==> config.mk <==
export PLATFORM = sky130hd
export DESIGN_NAME = cpr_regs
export DESIGN_NICKNAME = d
export VERILOG_FILES = /design/src/shared/cpr_pkg.sv /design/src/core/cpr_regs.sv /design/src/core/cpr_settle.sv
export SDC_FILE = /design/constraint.sdc
export NUM_CORES = 1
export LEC_CHECK = 0
export ABC_AREA = 1
export BUFFER_PORTS_ARGS = -buffer_cell sky130_fd_sc_hd__buf_2
export CAP_MARGIN = 10
export CELL_PAD_IN_SITES_DETAIL_PLACEMENT = 0
export CELL_PAD_IN_SITES_GLOBAL_PLACEMENT = 2
export CORE_ASPECT_RATIO = 1.75
export CORE_MARGIN = 2
export CORE_UTILIZATION = 34
export CTS_BUF_LIST = sky130_fd_sc_hd__clkbuf_16
export DETAILED_ROUTE_END_ITERATION = 10
export PLACE_DENSITY_LB_ADDON = 0.1
export SKIP_LAST_GASP = 1
export SYNTH_ARGS = -nofsm -noshare
export SYNTH_HDL_FRONTEND = slang
export SYNTH_SLANG_ARGS = --single-unit
==> constraint.sdc <==
create_clock -name clk_sys -period 1.5 [get_ports clk_sys]
set_input_delay 0.3 -clock clk_sys [delete_from_list [all_inputs] [get_ports clk_sys]]
set_output_delay 0.3 -clock clk_sys [all_outputs]
set_load 0.01 [all_outputs]
==> src/shared/cpr_pkg.sv <==
// Constants for the codec power-down and extended audio register bank.
package cpr_pkg;
    // Register indices; the bus byte address is four times the index.
    localparam logic [5:0] IDX_PWR = 6'h26;
    localparam logic [5:0] IDX_CAP = 6'h28;
    localparam logic [5:0] IDX_EXT = 6'h2A;
    localparam logic [5:0] IDX_AUX = 6'h3C;
    localparam int ADR_W = 8;
    localparam int IDX_LSB = 2;

    // Power-down register fields.
    localparam int PWR_EXTERNAL_AMP_SHUTDOWN = 15;
    localparam int PWR_HP = 14;
    localparam int PWR_CLK = 13;
    localparam int PWR_LINK = 12;
    localparam int PWR_BIAS = 11;
    localparam int PWR_MIX = 10;
    localparam int PWR_OUT = 9;
    localparam int PWR_IN = 8;

    // Capability register: fixed bits plus the writable slot map field.
    localparam logic [15:0] CAP_FIXED = 16'h0BC7;
    localparam int CAP_DSA = 4;

    // Extended status/control fields.
    localparam int EXT_LFE_PD = 13;
    localparam int EXT_SUR_PD = 12;
    localparam int EXT_CEN_PD = 11;
    localparam int EXT_CFG_OK = 10;
    localparam int EXT_LFE_RDY = 8;
    localparam int EXT_SUR_RDY = 7;
    localparam int EXT_CEN_RDY = 6;
    localparam int EXT_DIGITAL_OUT_SLOT_SELECT = 4;
    localparam int EXT_SPDIF = 2;
    localparam int EXT_DRA = 1;
    localparam int EXT_VRA = 0;

    // Auxiliary control fields.
    localparam int AUX_QUAL = 0;
    localparam int AUX_DOUBLE_RATE_SLOT_SELECT = 1;
    localparam int AUX_DIGITAL_OUT_RATE_SELECT = 3;
    localparam logic AUX_DIGITAL_OUT_RATE_SELECT_RST = 1'b1;

    // Subsection indices of the ready trackers.
    localparam int SEC_ADC = 0;
    localparam int SEC_DAC = 1;
    localparam int SEC_ANL = 2;
    localparam int SEC_REF = 3;
    localparam int SEC_CEN = 4;
    localparam int SEC_SUR = 5;
    localparam int SEC_LFE = 6;
    localparam int NSEC = 7;

    // Slot pairs, left slot in the high nibble.
    localparam logic [7:0] PAIR_0 = 8'h34;
    localparam logic [7:0] PAIR_1 = 8'h78;
    localparam logic [7:0] PAIR_2 = 8'h69;
    localparam logic [7:0] PAIR_3 = 8'hAB;

    // Settling times and their cycle counts at the system clock rate.
    localparam int CLK_MHZ = 100;
    localparam int REF_SETTLE_NS = 2000;
    localparam int CONV_SETTLE_NS = 500;
    localparam logic [7:0] REF_SETTLE_CYC = 8'((REF_SETTLE_NS * CLK_MHZ + 999) / 1000);
    localparam logic [7:0] CONV_SETTLE_CYC = 8'((CONV_SETTLE_NS * CLK_MHZ + 999) / 1000);
    localparam logic [1:0] STRAP_WAIT = 2'h2;
endpackage

==> src/core/cpr_regs.sv <==
// Codec power-down, extended capability and extended control registers.
// Operation
// - Ready bits ADC, DAC, analog and reference are read-only; writes ignored.
// - Each ready bit is 1 only while its subsection runs nominally.
// - Reference ready needs both the reference and bias pins settled.
// - Input path power-down stops ADCs; clearing it keeps reference on.
// - Output converter power-down stops DACs and EQ; clearing keeps reference on.
// - Mixer power-down acts only while the mixer qualifier is 0.
// - Bias power-down with mixer powered only turns off bias pins.
// - Link power-down stops the link; host finishes power-ups first.
// - Clock disable stops clocks only when converters and link are down.
// - External amp shutdown bit drives its pin high when set.
// - Capability register reads fixed feature ones as its reset value.
// - Link version field reads 10, codec configuration reads 00.
// - Variable rate off forces 48 kHz unless double rate is on; on enables rate registers.
// - Double rate doubles front DACs and powers down side converters.
// - Double rate without variable rate forces converters to 96 kHz.
// - Digital-output enable reads 1 only with the pulled-down strap.
// - Digital-output slot select picks pair 3/4, 7/8, 6/9 or 10/11.
// - Center, surround and LFE status bits read 1 when ready.
// - Digital-output config valid flags supported slot and rate combinations.
// - Side converter power-down bits stop them; status shows actual state.
// - Double rate slot select puts extra samples in 10/11 or 7/8.
`timescale 1ns/1ps
module cpr_regs (
    input wire logic clk_sys,
    input wire logic rst_b,
    input wire logic [7:0] adr_i,
    input wire logic [31:0] dat_i,
    output logic [31:0] dat_o,
    input wire logic we_i,
    input wire logic [3:0] sel_i,
    input wire logic cyc_i,
    input wire logic stb_i,
    output logic ack_o,
    input wire logic spdif_strap,
    output logic ext_amp_shutdown,
    output logic adc_off,
    output logic dac_off,
    output logic mixer_off,
    output logic reference_on,
    output logic bias_pins_on,
    output logic link_off,
    output logic clocks_stopped,
    output logic headphone_off,
    output logic center_off,
    output logic surround_off,
    output logic lfe_off,
    output logic spdif_tx_on,
    output logic rate_force_48k,
    output logic rate_force_96k,
    output logic rate_double,
    output logic [7:0] front_slots,
    output logic [7:0] surround_slots,
    output logic [7:0] center_lfe_slots,
    output logic [7:0] digital_out_slots,
    output logic [7:0] extra_sample_slots
);
    typedef struct packed {
        logic ack;
        logic [15:0] rdat;
        logic [15:8] pwr;
        logic [1:0] dac_slot_map;
        logic lfe_pd;
        logic sur_pd;
        logic cen_pd;
        logic [1:0] digital_out_slot_select;
        logic spdif_en;
        logic double_rate_enable;
        logic variable_rate_enable;
        logic mix_qual;
        logic [1:0] double_rate_slot_select;
        logic digital_out_rate_select;
        logic strap_s1;
        logic strap_s2;
        logic [1:0] strap_cnt;
        logic tx_present;
        logic [12:0] pins;
        logic [39:0] slots;
        logic [2:0] rate;
    } cpr_regs_s;

    cpr_regs_s s;
    cpr_regs_s next_s;
    logic [cpr_pkg::NSEC-1:0] want;
    logic [cpr_pkg::NSEC-1:0] sec_en;
    logic [cpr_pkg::NSEC-1:0] rdy;

    function automatic logic [7:0] cpr_pair(input logic [1:0] code);
        unique case (code)
            2'h0: cpr_pair = cpr_pkg::PAIR_0;
            2'h1: cpr_pair = cpr_pkg::PAIR_1;
            2'h2: cpr_pair = cpr_pkg::PAIR_2;
            2'h3: cpr_pair = cpr_pkg::PAIR_3;
        endcase
    endfunction

    function automatic logic [15:0] cpr_merge(input logic [15:0] old, input logic [31:0] wd,
                                              input logic [3:0] sel);
        cpr_merge = {sel[1] ? wd[15:8] : old[15:8], sel[0] ? wd[7:0] : old[7:0]};
    endfunction

    // Each tracker models how long its subsection needs to reach nominal level.
    generate
        for (genvar i = 0; i < cpr_pkg::NSEC; i++) begin : g_sec
            cpr_settle #(
                .SETTLE_CYC(i == cpr_pkg::SEC_REF ? cpr_pkg::REF_SETTLE_CYC
                                                   : cpr_pkg::CONV_SETTLE_CYC)
            ) u_settle (
                .clk_sys(clk_sys),
                .rst_b(rst_b),
                .enable(sec_en[i]),
                .ready(rdy[i])
            );
            // Converters only settle on top of a ready reference.
            assign sec_en[i] = (i == cpr_pkg::SEC_REF) ? want[i]
                                                       : want[i] & rdy[cpr_pkg::SEC_REF];
        end
    endgenerate

    logic mix_off;
    logic ref_run;
    logic side_c;
    logic side_s;
    logic side_l;
    logic clk_stop;
    logic cfg_ok;
    logic req;
    logic wr;
    logic [5:0] idx;
    logic [15:0] pwr_rd;
    logic [15:0] cap_rd;
    logic [15:0] ext_rd;
    logic [15:0] aux_rd;
    logic [15:0] wv;
    logic [7:0] xpair;

    always_comb begin
        mix_off = s.pwr[cpr_pkg::PWR_MIX] & ~s.mix_qual;
        // Any powered input path, output path or mixer holds the reference up.
        ref_run = ~s.pwr[cpr_pkg::PWR_IN] | ~s.pwr[cpr_pkg::PWR_OUT] | ~mix_off
                  | ~s.pwr[cpr_pkg::PWR_BIAS];
        side_c = s.cen_pd | s.double_rate_enable;
        side_s = s.sur_pd | s.double_rate_enable;
        side_l = s.lfe_pd | s.double_rate_enable;
        // The clock gate is refused while any converter or the link still runs.
        clk_stop = s.pwr[cpr_pkg::PWR_CLK] & s.pwr[cpr_pkg::PWR_IN] & s.pwr[cpr_pkg::PWR_OUT]
                   & s.pwr[cpr_pkg::PWR_LINK] & side_c & side_s & side_l;
        want = '0;
        want[cpr_pkg::SEC_ADC] = ~s.pwr[cpr_pkg::PWR_IN];
        want[cpr_pkg::SEC_DAC] = ~s.pwr[cpr_pkg::PWR_OUT];
        want[cpr_pkg::SEC_ANL] = ~mix_off;
        want[cpr_pkg::SEC_REF] = ref_run & ~s.pwr[cpr_pkg::PWR_BIAS];
        want[cpr_pkg::SEC_CEN] = ~side_c;
        want[cpr_pkg::SEC_SUR] = ~side_s;
        want[cpr_pkg::SEC_LFE] = ~side_l;
        xpair = s.double_rate_slot_select[1] ? cpr_pkg::PAIR_3 : (s.double_rate_slot_select[0] ? cpr_pkg::PAIR_1
                                                          : cpr_pkg::PAIR_3);
        // In double rate, digital out must not share the front or extra-sample pair, and must match
        // the fixed 48 kHz rate when rates are not variable.
        cfg_ok = (s.digital_out_rate_select | s.variable_rate_enable)
                 & ~(s.double_rate_enable & (s.digital_out_slot_select == s.dac_slot_map))
                 & ~(s.double_rate_enable & (cpr_pair(s.digital_out_slot_select) == xpair));
        req = cyc_i & stb_i;
        idx = adr_i[cpr_pkg::ADR_W-1:cpr_pkg::IDX_LSB];
        wr = req & we_i & s.ack;
        pwr_rd = {s.pwr, 4'h0, rdy[cpr_pkg::SEC_REF:cpr_pkg::SEC_ADC]};
        cap_rd = cpr_pkg::CAP_FIXED | {10'h000, s.dac_slot_map, 4'h0};
        ext_rd = '0;
        ext_rd[cpr_pkg::EXT_LFE_PD] = s.lfe_pd;
        ext_rd[cpr_pkg::EXT_SUR_PD] = s.sur_pd;
        ext_rd[cpr_pkg::EXT_CEN_PD] = s.cen_pd;
        ext_rd[cpr_pkg::EXT_CFG_OK] = cfg_ok;
        ext_rd[cpr_pkg::EXT_LFE_RDY] = rdy[cpr_pkg::SEC_LFE];
        ext_rd[cpr_pkg::EXT_SUR_RDY] = rdy[cpr_pkg::SEC_SUR];
        ext_rd[cpr_pkg::EXT_CEN_RDY] = rdy[cpr_pkg::SEC_CEN];
        ext_rd[cpr_pkg::EXT_DIGITAL_OUT_SLOT_SELECT+:2] = s.digital_out_slot_select;
        ext_rd[cpr_pkg::EXT_SPDIF] = s.spdif_en & s.tx_present;
        ext_rd[cpr_pkg::EXT_DRA] = s.double_rate_enable;
        ext_rd[cpr_pkg::EXT_VRA] = s.variable_rate_enable;
        aux_rd = '0;
        aux_rd[cpr_pkg::AUX_QUAL] = s.mix_qual;
        aux_rd[cpr_pkg::AUX_DOUBLE_RATE_SLOT_SELECT+:2] = s.double_rate_slot_select;
        aux_rd[cpr_pkg::AUX_DIGITAL_OUT_RATE_SELECT] = s.digital_out_rate_select;

        next_s = s;
        // One wait state: ack follows the request by one cycle and lasts one cycle.
        next_s.ack = req & ~s.ack;
        unique case (idx)
            cpr_pkg::IDX_PWR: next_s.rdat = pwr_rd;
            cpr_pkg::IDX_CAP: next_s.rdat = cap_rd;
            cpr_pkg::IDX_EXT: next_s.rdat = ext_rd;
            cpr_pkg::IDX_AUX: next_s.rdat = aux_rd;
            default: next_s.rdat = 16'h0000;
        endcase
        if (wr) begin
            unique case (idx)
                cpr_pkg::IDX_PWR: begin
                    wv = cpr_merge(pwr_rd, dat_i, sel_i);
                    next_s.pwr = wv[15:8];
                end
                cpr_pkg::IDX_CAP: begin
                    wv = cpr_merge(cap_rd, dat_i, sel_i);
                    next_s.dac_slot_map = wv[cpr_pkg::CAP_DSA+:2];
                end
                cpr_pkg::IDX_EXT: begin
                    wv = cpr_merge(ext_rd, dat_i, sel_i);
                    next_s.lfe_pd = wv[cpr_pkg::EXT_LFE_PD];
                    next_s.sur_pd = wv[cpr_pkg::EXT_SUR_PD];
                    next_s.cen_pd = wv[cpr_pkg::EXT_CEN_PD];
                    next_s.digital_out_slot_select = wv[cpr_pkg::EXT_DIGITAL_OUT_SLOT_SELECT+:2];
                    next_s.spdif_en = wv[cpr_pkg::EXT_SPDIF];
                    next_s.double_rate_enable = wv[cpr_pkg::EXT_DRA];
                    next_s.variable_rate_enable = wv[cpr_pkg::EXT_VRA];
                end
                cpr_pkg::IDX_AUX: begin
                    wv = cpr_merge(aux_rd, dat_i, sel_i);
                    next_s.mix_qual = wv[cpr_pkg::AUX_QUAL];
                    next_s.double_rate_slot_select = wv[cpr_pkg::AUX_DOUBLE_RATE_SLOT_SELECT+:2];
                    next_s.digital_out_rate_select = wv[cpr_pkg::AUX_DIGITAL_OUT_RATE_SELECT];
                end
                default: wv = 16'h0000;
            endcase
        end else begin
            wv = 16'h0000;
        end

        // The strap is caught once, after the synchroniser has filled past reset.
        next_s.strap_s1 = spdif_strap;
        next_s.strap_s2 = s.strap_s1;
        // The second stage only holds the pin level from the second edge after release.
        if (s.strap_cnt != cpr_pkg::STRAP_WAIT + 2'h1) begin
            next_s.strap_cnt = s.strap_cnt + 2'h1;
        end
        if (s.strap_cnt == cpr_pkg::STRAP_WAIT) begin
            next_s.tx_present = ~s.strap_s2;
        end

        next_s.pins = {s.pwr[cpr_pkg::PWR_EXTERNAL_AMP_SHUTDOWN],
                       s.pwr[cpr_pkg::PWR_IN],
                       s.pwr[cpr_pkg::PWR_OUT],
                       mix_off,
                       ref_run,
                       ~s.pwr[cpr_pkg::PWR_BIAS],
                       s.pwr[cpr_pkg::PWR_LINK],
                       clk_stop,
                       s.pwr[cpr_pkg::PWR_HP],
                       side_c, side_s, side_l,
                       s.spdif_en & s.tx_present};
        next_s.slots = {cpr_pair(s.dac_slot_map),
                        cpr_pair(s.dac_slot_map + 2'h1),
                        cpr_pair(s.dac_slot_map + 2'h2),
                        cpr_pair(s.digital_out_slot_select),
                        xpair};
        next_s.rate = {s.double_rate_enable, s.double_rate_enable & ~s.variable_rate_enable, ~s.variable_rate_enable & ~s.double_rate_enable};
    end

    always_ff @(posedge clk_sys or negedge rst_b) begin
        if (!rst_b) begin
            s <= '0;
            s.digital_out_rate_select <= cpr_pkg::AUX_DIGITAL_OUT_RATE_SELECT_RST;
            s.strap_s1 <= 1'b1;
            s.strap_s2 <= 1'b1;
            s.rate <= 3'h1;
        end else begin
            s <= next_s;
        end
    end

    assign ack_o = s.ack;
    assign dat_o = {16'h0000, s.rdat};
    assign ext_amp_shutdown = s.pins[12];
    assign adc_off = s.pins[11];
    assign dac_off = s.pins[10];
    assign mixer_off = s.pins[9];
    assign reference_on = s.pins[8];
    assign bias_pins_on = s.pins[7];
    assign link_off = s.pins[6];
    assign clocks_stopped = s.pins[5];
    assign headphone_off = s.pins[4];
    assign center_off = s.pins[3];
    assign surround_off = s.pins[2];
    assign lfe_off = s.pins[1];
    assign spdif_tx_on = s.pins[0];
    assign rate_double = s.rate[2];
    assign rate_force_96k = s.rate[1];
    assign rate_force_48k = s.rate[0];
    assign front_slots = s.slots[39:32];
    assign surround_slots = s.slots[31:24];
    assign center_lfe_slots = s.slots[23:16];
    assign digital_out_slots = s.slots[15:8];
    assign extra_sample_slots = s.slots[7:0];
endmodule

==> src/core/cpr_settle.sv <==
// Power-up settling tracker for one subsection.
`timescale 1ns/1ps
module cpr_settle #(
    parameter logic [7:0] SETTLE_CYC = 8'h01
) (
    input wire logic clk_sys,
    input wire logic rst_b,
    input wire logic enable,
    output logic ready
);
    typedef struct packed {
        logic [7:0] cnt;
        logic ready;
    } cpr_settle_s;

    cpr_settle_s s;
    cpr_settle_s next_s;

    // Ready drops at once on power-down but rises only after the full settle count.
    always_comb begin
        next_s = s;
        if (!enable) begin
            next_s.cnt = 8'h00;
            next_s.ready = 1'b0;
        end else if (s.cnt == SETTLE_CYC - 8'h01) begin
            next_s.ready = 1'b1;
        end else begin
            next_s.cnt = s.cnt + 8'h01;
        end
    end

    always_ff @(posedge clk_sys or negedge rst_b) begin
        if (!rst_b) begin
            s <= '0;
        end else begin
            s <= next_s;
        end
    end

    assign ready = s.ready;
endmodule

==> metrics.txt, run 1 <==
nets@finish=862; worst vdd ir=0.547 mV; final WL=14800 um; CP endpoint kind=flip-flop; period utilization=0.948; IO Port Bufs=99; Max Fanout on Critical Path=4; sequential share of the synthesized area=0.544; clock period minus final worst setup slack=1.42 ns; initial antenna violation count=0; row cnt=68; R2R Setup Slk=0.08 ns; GRT Residual Overflow=0; ys flop type=dfrtp_1; f_max=703 MHz; clock transition at the registers of the reported paths=0.06 ns; outcome=finished, final reports clean; first-pass GRT wire length=24100 um; GR Util All Layers=0.153; GP Congestion=0.788; Yosys reg bits=146; # diodes=0; Clock Skew=0.0109 ns; library cells used by synthesis=41; DIE AREA=0.0210 sq mm; max-slew violations=0; layout cells sized above 1=0.246; HPWL after DPL=11400 um; clock tree from TritonCTS=done; power per standard cell area=1040 mW/mm^2; switching power=1840 uW; Critical Path AT=1.73 ns; total number of vias=4726; First DRT Iteration DRCs=128; Finished Core Util=0.401; Clk Latency, worst-skew pair=0.42 ns; Clock Tree Buf Depth=2; die height=190 um; DRC Markers=0; Syn Area/Cell=9.57 sq um; TritonRoute pass-1 iters=5; pre-CTS setup slack=0.0636 ns; Final Hold Viols=0; kind of critical path=flip-flop to flip-flop; H-tree depth=4; Mapped Area=0.00673 sq mm; cell count after synthesis=703; die width=110 um; Leakage=0.00381 uW; async set-reset flop share out of synthesis=1.00; WL/cell=14.2 um; total chip power=8170 uW; HP Class=input port to flip-flop; worst setup slack after layout=0.0781 ns; CP startpoint kind=flip-flop; top-level I/O count=139; FILL cells=1981; Finish-stage setup viols=0; vias in the first global route=4738; Internal=6330 uW; Switching Fraction=0.226; Initial Utilization=0.344; required time of the critical path=1.80 ns; root buf cell=clkbuf_16; largest net degree at the start of global routing=31; Max-Cap Viols=0; DRT antenna net count=0; DR vias/cell=4.52; Sequential Power Share=0.488; Yosys Warn Count=0; Sink Count=146; Layout area overhead=16.5%; Core Area=0.0196 sq mm; setup TNS=0 ns; combinational power share=0.036; number of flops mapped to enable cells by yosys=0; Clk pwr share=0.476; cts bufs inserted=17
power by group through the flow:
stage / clock (uW) / sequential [uW] / combinational (uW)
2_1_floorplan: 0 / 4060 / 143
3_3_place_gp: 0 / 4060 / 293
5_1_grt: 4220 / 3990 / 332
4_1_cts: 4040 / 3990 / 300
3_5_place_dp: 0 / 4060 / 295
6_report: 3890 / 3990 / 291
stage by stage:
stage / hold WS, ns / cell area, sq um / instances
floorplan: 0.00441 / 6790 / 719
global placement: 0.202 / 7220 / 1009
detailed placement: 0.202 / 7220 / 1009
CTS: 0.0814 / 7790 / 1043
global route: 0.0962 / 7840 / 1046
finish: 0.100 / 7840 / 1046
path summary, 6_finish.rpt:
kind	start	to	cells past startpoint
max in group asynchronous	rst_b	next_s[59]$_DFF_PN1_	3
min in group asynchronous	rst_b	front_slots[2]$_DFF_PN0_	2
worst max-delay path	ext_rd[4]$_DFFE_PN0P_	dat_o[10]$_DFF_PN0_	10
worst min register to register	next_s[59]$_DFF_PN1_	s[59]$_DFF_PN1_	0
worst min-delay path	dat_i[14]	next_s[47]$_DFFE_PN0P_	3
worst max register to register	ext_rd[4]$_DFFE_PN0P_	dat_o[10]$_DFF_PN0_	10
cell usage in the layout (no fill, tap or decap), types with 3 or more instances in the layout:
cell type and instances:
buf_12 3, clkinvlp_4 6, nand3_1 39, nor2_4 7, clkinv_2 4, dfrtp_1 142, nor2_1 74, nand2_2 6
o21ai_1 5, clkbuf_16 17, xor2_1 6, dfstp_2 4, inv_2 7, inv_1 70, nand2_1 108, nor3_1 8
ha_1 21, nand4_1 6, o22ai_1 5, o211ai_1 3, buf_4 20, o21ai_0 49, buf_2 98, xnor2_1 7
conb_1 18, a21oi_1 32
critical path, stage by stage (launching register included):
cell and delay (ns):
dfrtp_1 0.43, buf_6 0.15, ha_1 0.22, inv_1 0.07
nand2_1 0.05, nor2_1 0.11, nand2_1 0.06, nand2_1 0.06
nand3_1 0.06, nand3_1 0.07, nand2_1 0.05
synthesized netlist by cell type, types with 3 or more instances:
| cell type | instances | share of area |
|---|---|---|
| dfrtp_1 | 142 | 0.53 |
| nand2_1 | 108 | 0.060 |
| nor2_1 | 74 | 0.041 |
| buf_4 | 72 | 0.080 |
| inv_1 | 70 | 0.039 |
| o21ai_0 | 49 | 0.036 |
| nand3_1 | 39 | 0.029 |
| a21oi_1 | 32 | 0.024 |
| ha_1 | 24 | 0.045 |
| nor3_1 | 8 | 0.0059 |
| nor2_4 | 7 | 0.012 |
| xnor2_1 | 7 | 0.0091 |
| nand2_2 | 6 | 0.0056 |
| nand4_1 | 6 | 0.0056 |
| xor2_1 | 6 | 0.0078 |
| inv_2 | 5 | 0.0028 |
| o21ai_1 | 5 | 0.0037 |
| o22ai_1 | 5 | 0.0046 |
| dfstp_2 | 4 | 0.016 |
| o211ai_1 | 3 | 0.0033 |
state kept, by name (all words and copies together) (netlist names), 2 cells and up:
signal / flops
extra_sample_slots: 2
ext_rd: 7
aux_rd: 4
dat_o: 16
cap_rd: 2
next_s: 6
surround_slots: 4
digital_out_slots: 6
pwr_rd: 3
front_slots: 7
g_sec.u_settle.s: 56
s: 5
g_sec.u_settle.ready: 7
center_lfe_slots: 4
metal layers:
| layer | part of all wire | GRT usage |
|---|---|---|
| met1 | 0.39 | 0.166 |
| met2 | 0.56 | 0.284 |
| met3 | 0.032 | 0.0305 |
| met4 | 0.014 | 0.0567 |
| met5 | 0 | 0 |
what timing repair did:
action / 4_1_cts / 5_1_grt
endpoints found under the hold margin: 22 / 0
hold buffers: 2 / 0
buffers inserted: 0 / 3
gates resized for setup: 0 / 7
setup endpoints to repair: 0 / 1
cell families after synthesis:
kind of cell             after synthesis  share of synthesized area
AO/OA/AOI/OAI                         98                     0.0770
AND/OR/NAND/NOR                      266                      0.187
buffers and inverters                154                      0.130
XOR/XNOR                              13                     0.0169
flip-flops                           146                      0.544
adder cells (fa/ha/maj)               24                     0.0446
other                                  2                    0.00112
final cells by class:
| type | instances | area [sq um] | share of cell area |
|---|---|---|---|
| flip-flops and latches | 146 | 3660 | 0.466 |
| clock buffers | 17 | 425 | 0.0542 |
| multi-input cells | 419 | 2280 | 0.291 |
| inverters | 79 | 304 | 0.0388 |
| well taps | 245 | 307 | 0.0391 |
| repair buffers | 125 | 743 | 0.0948 |
| clock inverters | 15 | 123 | 0.0156 |
No activity file was read; power rests on OpenSTA's default activity.
==> inputs of run 2 (changes only) <==
--- a/config.mk
+++ b/config.mk
@@ -15,7 +15,8 @@
 export CORE_UTILIZATION = 34
 export CTS_BUF_LIST = sky130_fd_sc_hd__clkbuf_16
 export DETAILED_ROUTE_END_ITERATION = 10
-export PLACE_DENSITY_LB_ADDON = 0.1
+export PLACE_DENSITY = 0.76
+export SETUP_SLACK_MARGIN = 0.1
 export SKIP_LAST_GASP = 1
 export SYNTH_ARGS = -nofsm -noshare
 export SYNTH_HDL_FRONTEND = slang
==> run 2 against run 1 <==
First-iteration DRC count is 38% higher. Non-clock buffer count is 9 higher. Combinational power is 3% higher. Clock skew is 0.0022 ns lower. Cell count is 0.86% higher. Die area stayed put. Sequential cell count stayed put.
==> metrics.txt, run 2 (synthesized netlist as in run 1, its figures left out) <==
die width=110 um (unchanged); Max Fanout on Critical Path=3 (was 4); worst r2r path cells=10 (unchanged); setup TNS=0 ns (unchanged); die height=190 um (unchanged); FILL cells=1894 (was 1981); Critical path buffers and inverters=2 (unchanged); Max-Cap Viols=0 (unchanged); R2R Path End=dat_o[10]$_DFF_PN0_ (unchanged); CP startpoint kind=flip-flop (unchanged); worst setup slack after layout=0.151 ns (was 0.0781 ns); Finish-stage setup viols=0 (unchanged); HP Class=input port to flip-flop (unchanged); H-tree depth=4 (unchanged); nets@finish=871 (was 862); reg2reg start=ext_rd[4]$_DFFE_PN0P_ (unchanged); cts bufs inserted=17 (unchanged); DR vias/cell=4.56 (was 4.52); CP endpoint kind=flip-flop (unchanged); Register Area=0.00366 sq mm (about the same); crit-path most repeated cell=nand2_1 (unchanged); final WL=15100 um (was 14800 um); RSZ-0062 raised after global routing=yes; GP Congestion=0.788 (about the same); clock tree from TritonCTS=done (unchanged); largest net degree at the start of global routing=35 (was 31); HPWL after DPL=11300 um (was 11400 um); Clock Skew=0.00873 ns (was 0.0109 ns); Initial Utilization=0.344 (unchanged); WL/cell=14.3 um (was 14.2 um); Largest register FFs=56 (unchanged); First DRT Iteration DRCs=176 (was 128); pre-CTS setup slack=0.0696 ns (was 0.0636 ns); outcome=finished, final reports clean (unchanged); Clock Tree Buf Depth=2 (unchanged); Hold Startpoint=dat_i[15] (was dat_i[14]); Placement Cell Area=0.00728 sq mm (was 0.00722 sq mm); power per standard cell area=1090 mW/mm^2 (was 1040 mW/mm^2); Leakage=0.00390 uW (was 0.00381 uW); root buf cell=clkbuf_16 (unchanged); worst vdd ir=0.643 mV (was 0.547 mV); f_max=742 MHz (was 703 MHz); first-pass GRT wire length=24600 um (was 24100 um); GRT Residual Overflow=0 (unchanged); vias in the first global route=4956 (was 4738); top-level I/O count=139 (unchanged); Layout area overhead=20.2% (was 16.5%); GR Util All Layers=0.154 (was 0.153); Worst Setup SP=ext_rd[4]$_DFFE_PN0P_ (unchanged); hold endpoint=next_s[55]$_DFFE_PN0P_ (was next_s[47]$_DFFE_PN0P_); TritonRoute pass-1 iters=6 (was 5); Multi-input gate area=0.00233 sq mm (was 0.00228 sq mm); clock period minus final worst setup slack=1.35 ns (was 1.42 ns); design area=0.00809 sq mm (was 0.00784 sq mm); Critical Path AT=1.66 ns (was 1.73 ns); Core Area=0.0196 sq mm (unchanged); kind of critical path=flip-flop to flip-flop (unchanged); IO Port Bufs=99 (unchanged); top cell family by delay on the critical path=simple AND/OR/NAND/NOR gates (unchanged); most common cell after layout, fill and taps aside=dfrtp_1 (unchanged); clock transition at the registers of the reported paths=0.07 ns (was 0.06 ns); total number of vias=4807 (was 4726); row cnt=68 (unchanged); most frequent cells in the layout=140 x dfrtp_1, 106 x nand2_1, 98 x buf_2 (was 142 x dfrtp_1, 108 x nand2_1, 98 x buf_2); crit path cell chain=buf_6 -> ha_2 -> inv_1 -> nand2_1 -> nor2_1 -> nand2_1 -> nand2_1 -> nand3_1 -> nand3_1 -> nand2_1 (was buf_6 -> ha_1 -> inv_1 -> nand2_1 -> nor2_1 -> nand2_1 -> nand2_1 -> nand3_1 -> nand3_1 -> nand2_1); initial antenna violation count=0 (unchanged); Max stage delay cell, worst path=dfrtp_1 (unchanged); period utilization=0.899 (was 0.948); slowest stage delay, CP=0.41 ns (was 0.43 ns); DIE AREA=0.0210 sq mm (unchanged); register name with the most flops=g_sec.u_settle.s (unchanged); max-slew violations=0 (unchanged); required time of the critical path=1.81 ns (was 1.80 ns); Clk Latency, worst-skew pair=0.42 ns (about the same); R2R Setup Slk=0.15 ns (was 0.08 ns); Final Hold Viols=0 (unchanged); layout cells sized above 1=0.277 (was 0.246); # diodes=0 (unchanged); Sink Count=146 (unchanged); DRC Markers=0 (unchanged); cell depth of the worst min-delay path=3 (unchanged); DRT antenna net count=0 (unchanged)
-- run 2: changes by cell type in the layout (fill, tap and decap cells not counted), sizes merged --
cell	delta
bufinv	+3
inv	+2
clkinvlp	-4
clkinv	-1
buf	+9
-- run 2: power by group --
| part | switching, uW | internal [uW] | total, uW |
|---|---|---|---|
| clock network | 1750 | 2810 | 4560 |
| logic | 203 | 97.8 | 301 |
| registers | 15.6 | 3970 | 3990 |
| total | 1970 | 6870 | 8840 |
-- run 2: how the worst max path moves through the flow --
stage,slack [ns],to,cells past startpoint
2_1_floorplan,0.15,dat_o[10]$_DFF_PN0_,10
3_3_place_gp,0.06,dat_o[10]$_DFF_PN0_,10
3_5_place_dp,0.07,dat_o[10]$_DFF_PN0_,10
4_1_cts,0.11,dat_o[10]$_DFF_PN0_,10
5_1_grt,0.03,dat_o[10]$_DFF_PN0_,10
6_report,0.15,dat_o[10]$_DFF_PN0_,10
-- run 2: tightest hold or removal path, cell delays in order --
cell,delay (ns)
buf_2,0.07
nand2_1,0.05
o21ai_2,0.05
-- run 2: per-layer routing --
metal | wire length, um | GRT usage
met2 | 8240 | 0.283
met1 | 5780 | 0.165
met5 | 0 | 0
met4 | 486 | 0.0707
met3 | 617 | 0.0312
-- run 2: what timing repair did --
| item | CTS | global route |
|---|---|---|
| hold buffers | 2 | 0 |
| buffers inserted | 1 | 8 |
| endpoints found under the hold margin | 26 | 0 |
| gates cloned | 0 | 0 |
| resized for setup | 3 | 28 |
| pin swaps | 0 | 13 |
| setup endpoints to repair | 1 | 20 |
-- run 2: area by class of cell --
| cell class | count | area share |
|---|---|---|
| Tap cell | 245 | 0.0379 |
| Multi-Input combinational cell | 419 | 0.289 |
| Inverter | 79 | 0.0376 |
| Clock inverter | 15 | 0.0255 |
| Sequential cell | 146 | 0.453 |
| Timing Repair Buffer | 134 | 0.105 |
| Clock buffer | 17 | 0.0526 |
-- run 2: metrics by stage --
| stage | power [uW] | hold WS [ns] | util | instances |
|---|---|---|---|---|
| 2_1_floorplan | 4200 | 0.00441 | - | 719 |
| 3_3_place_gp | 4350 | 0.226 | 0.372 | 1012 |
| 3_5_place_dp | 4360 | 0.231 | 0.372 | 1012 |
| 4_1_cts | 8980 | 0.0647 | 0.406 | 1047 |
| 5_1_grt | 9170 | 0.0931 | 0.413 | 1055 |
| 6_report | 8840 | 0.0805 | 0.413 | 1055 |
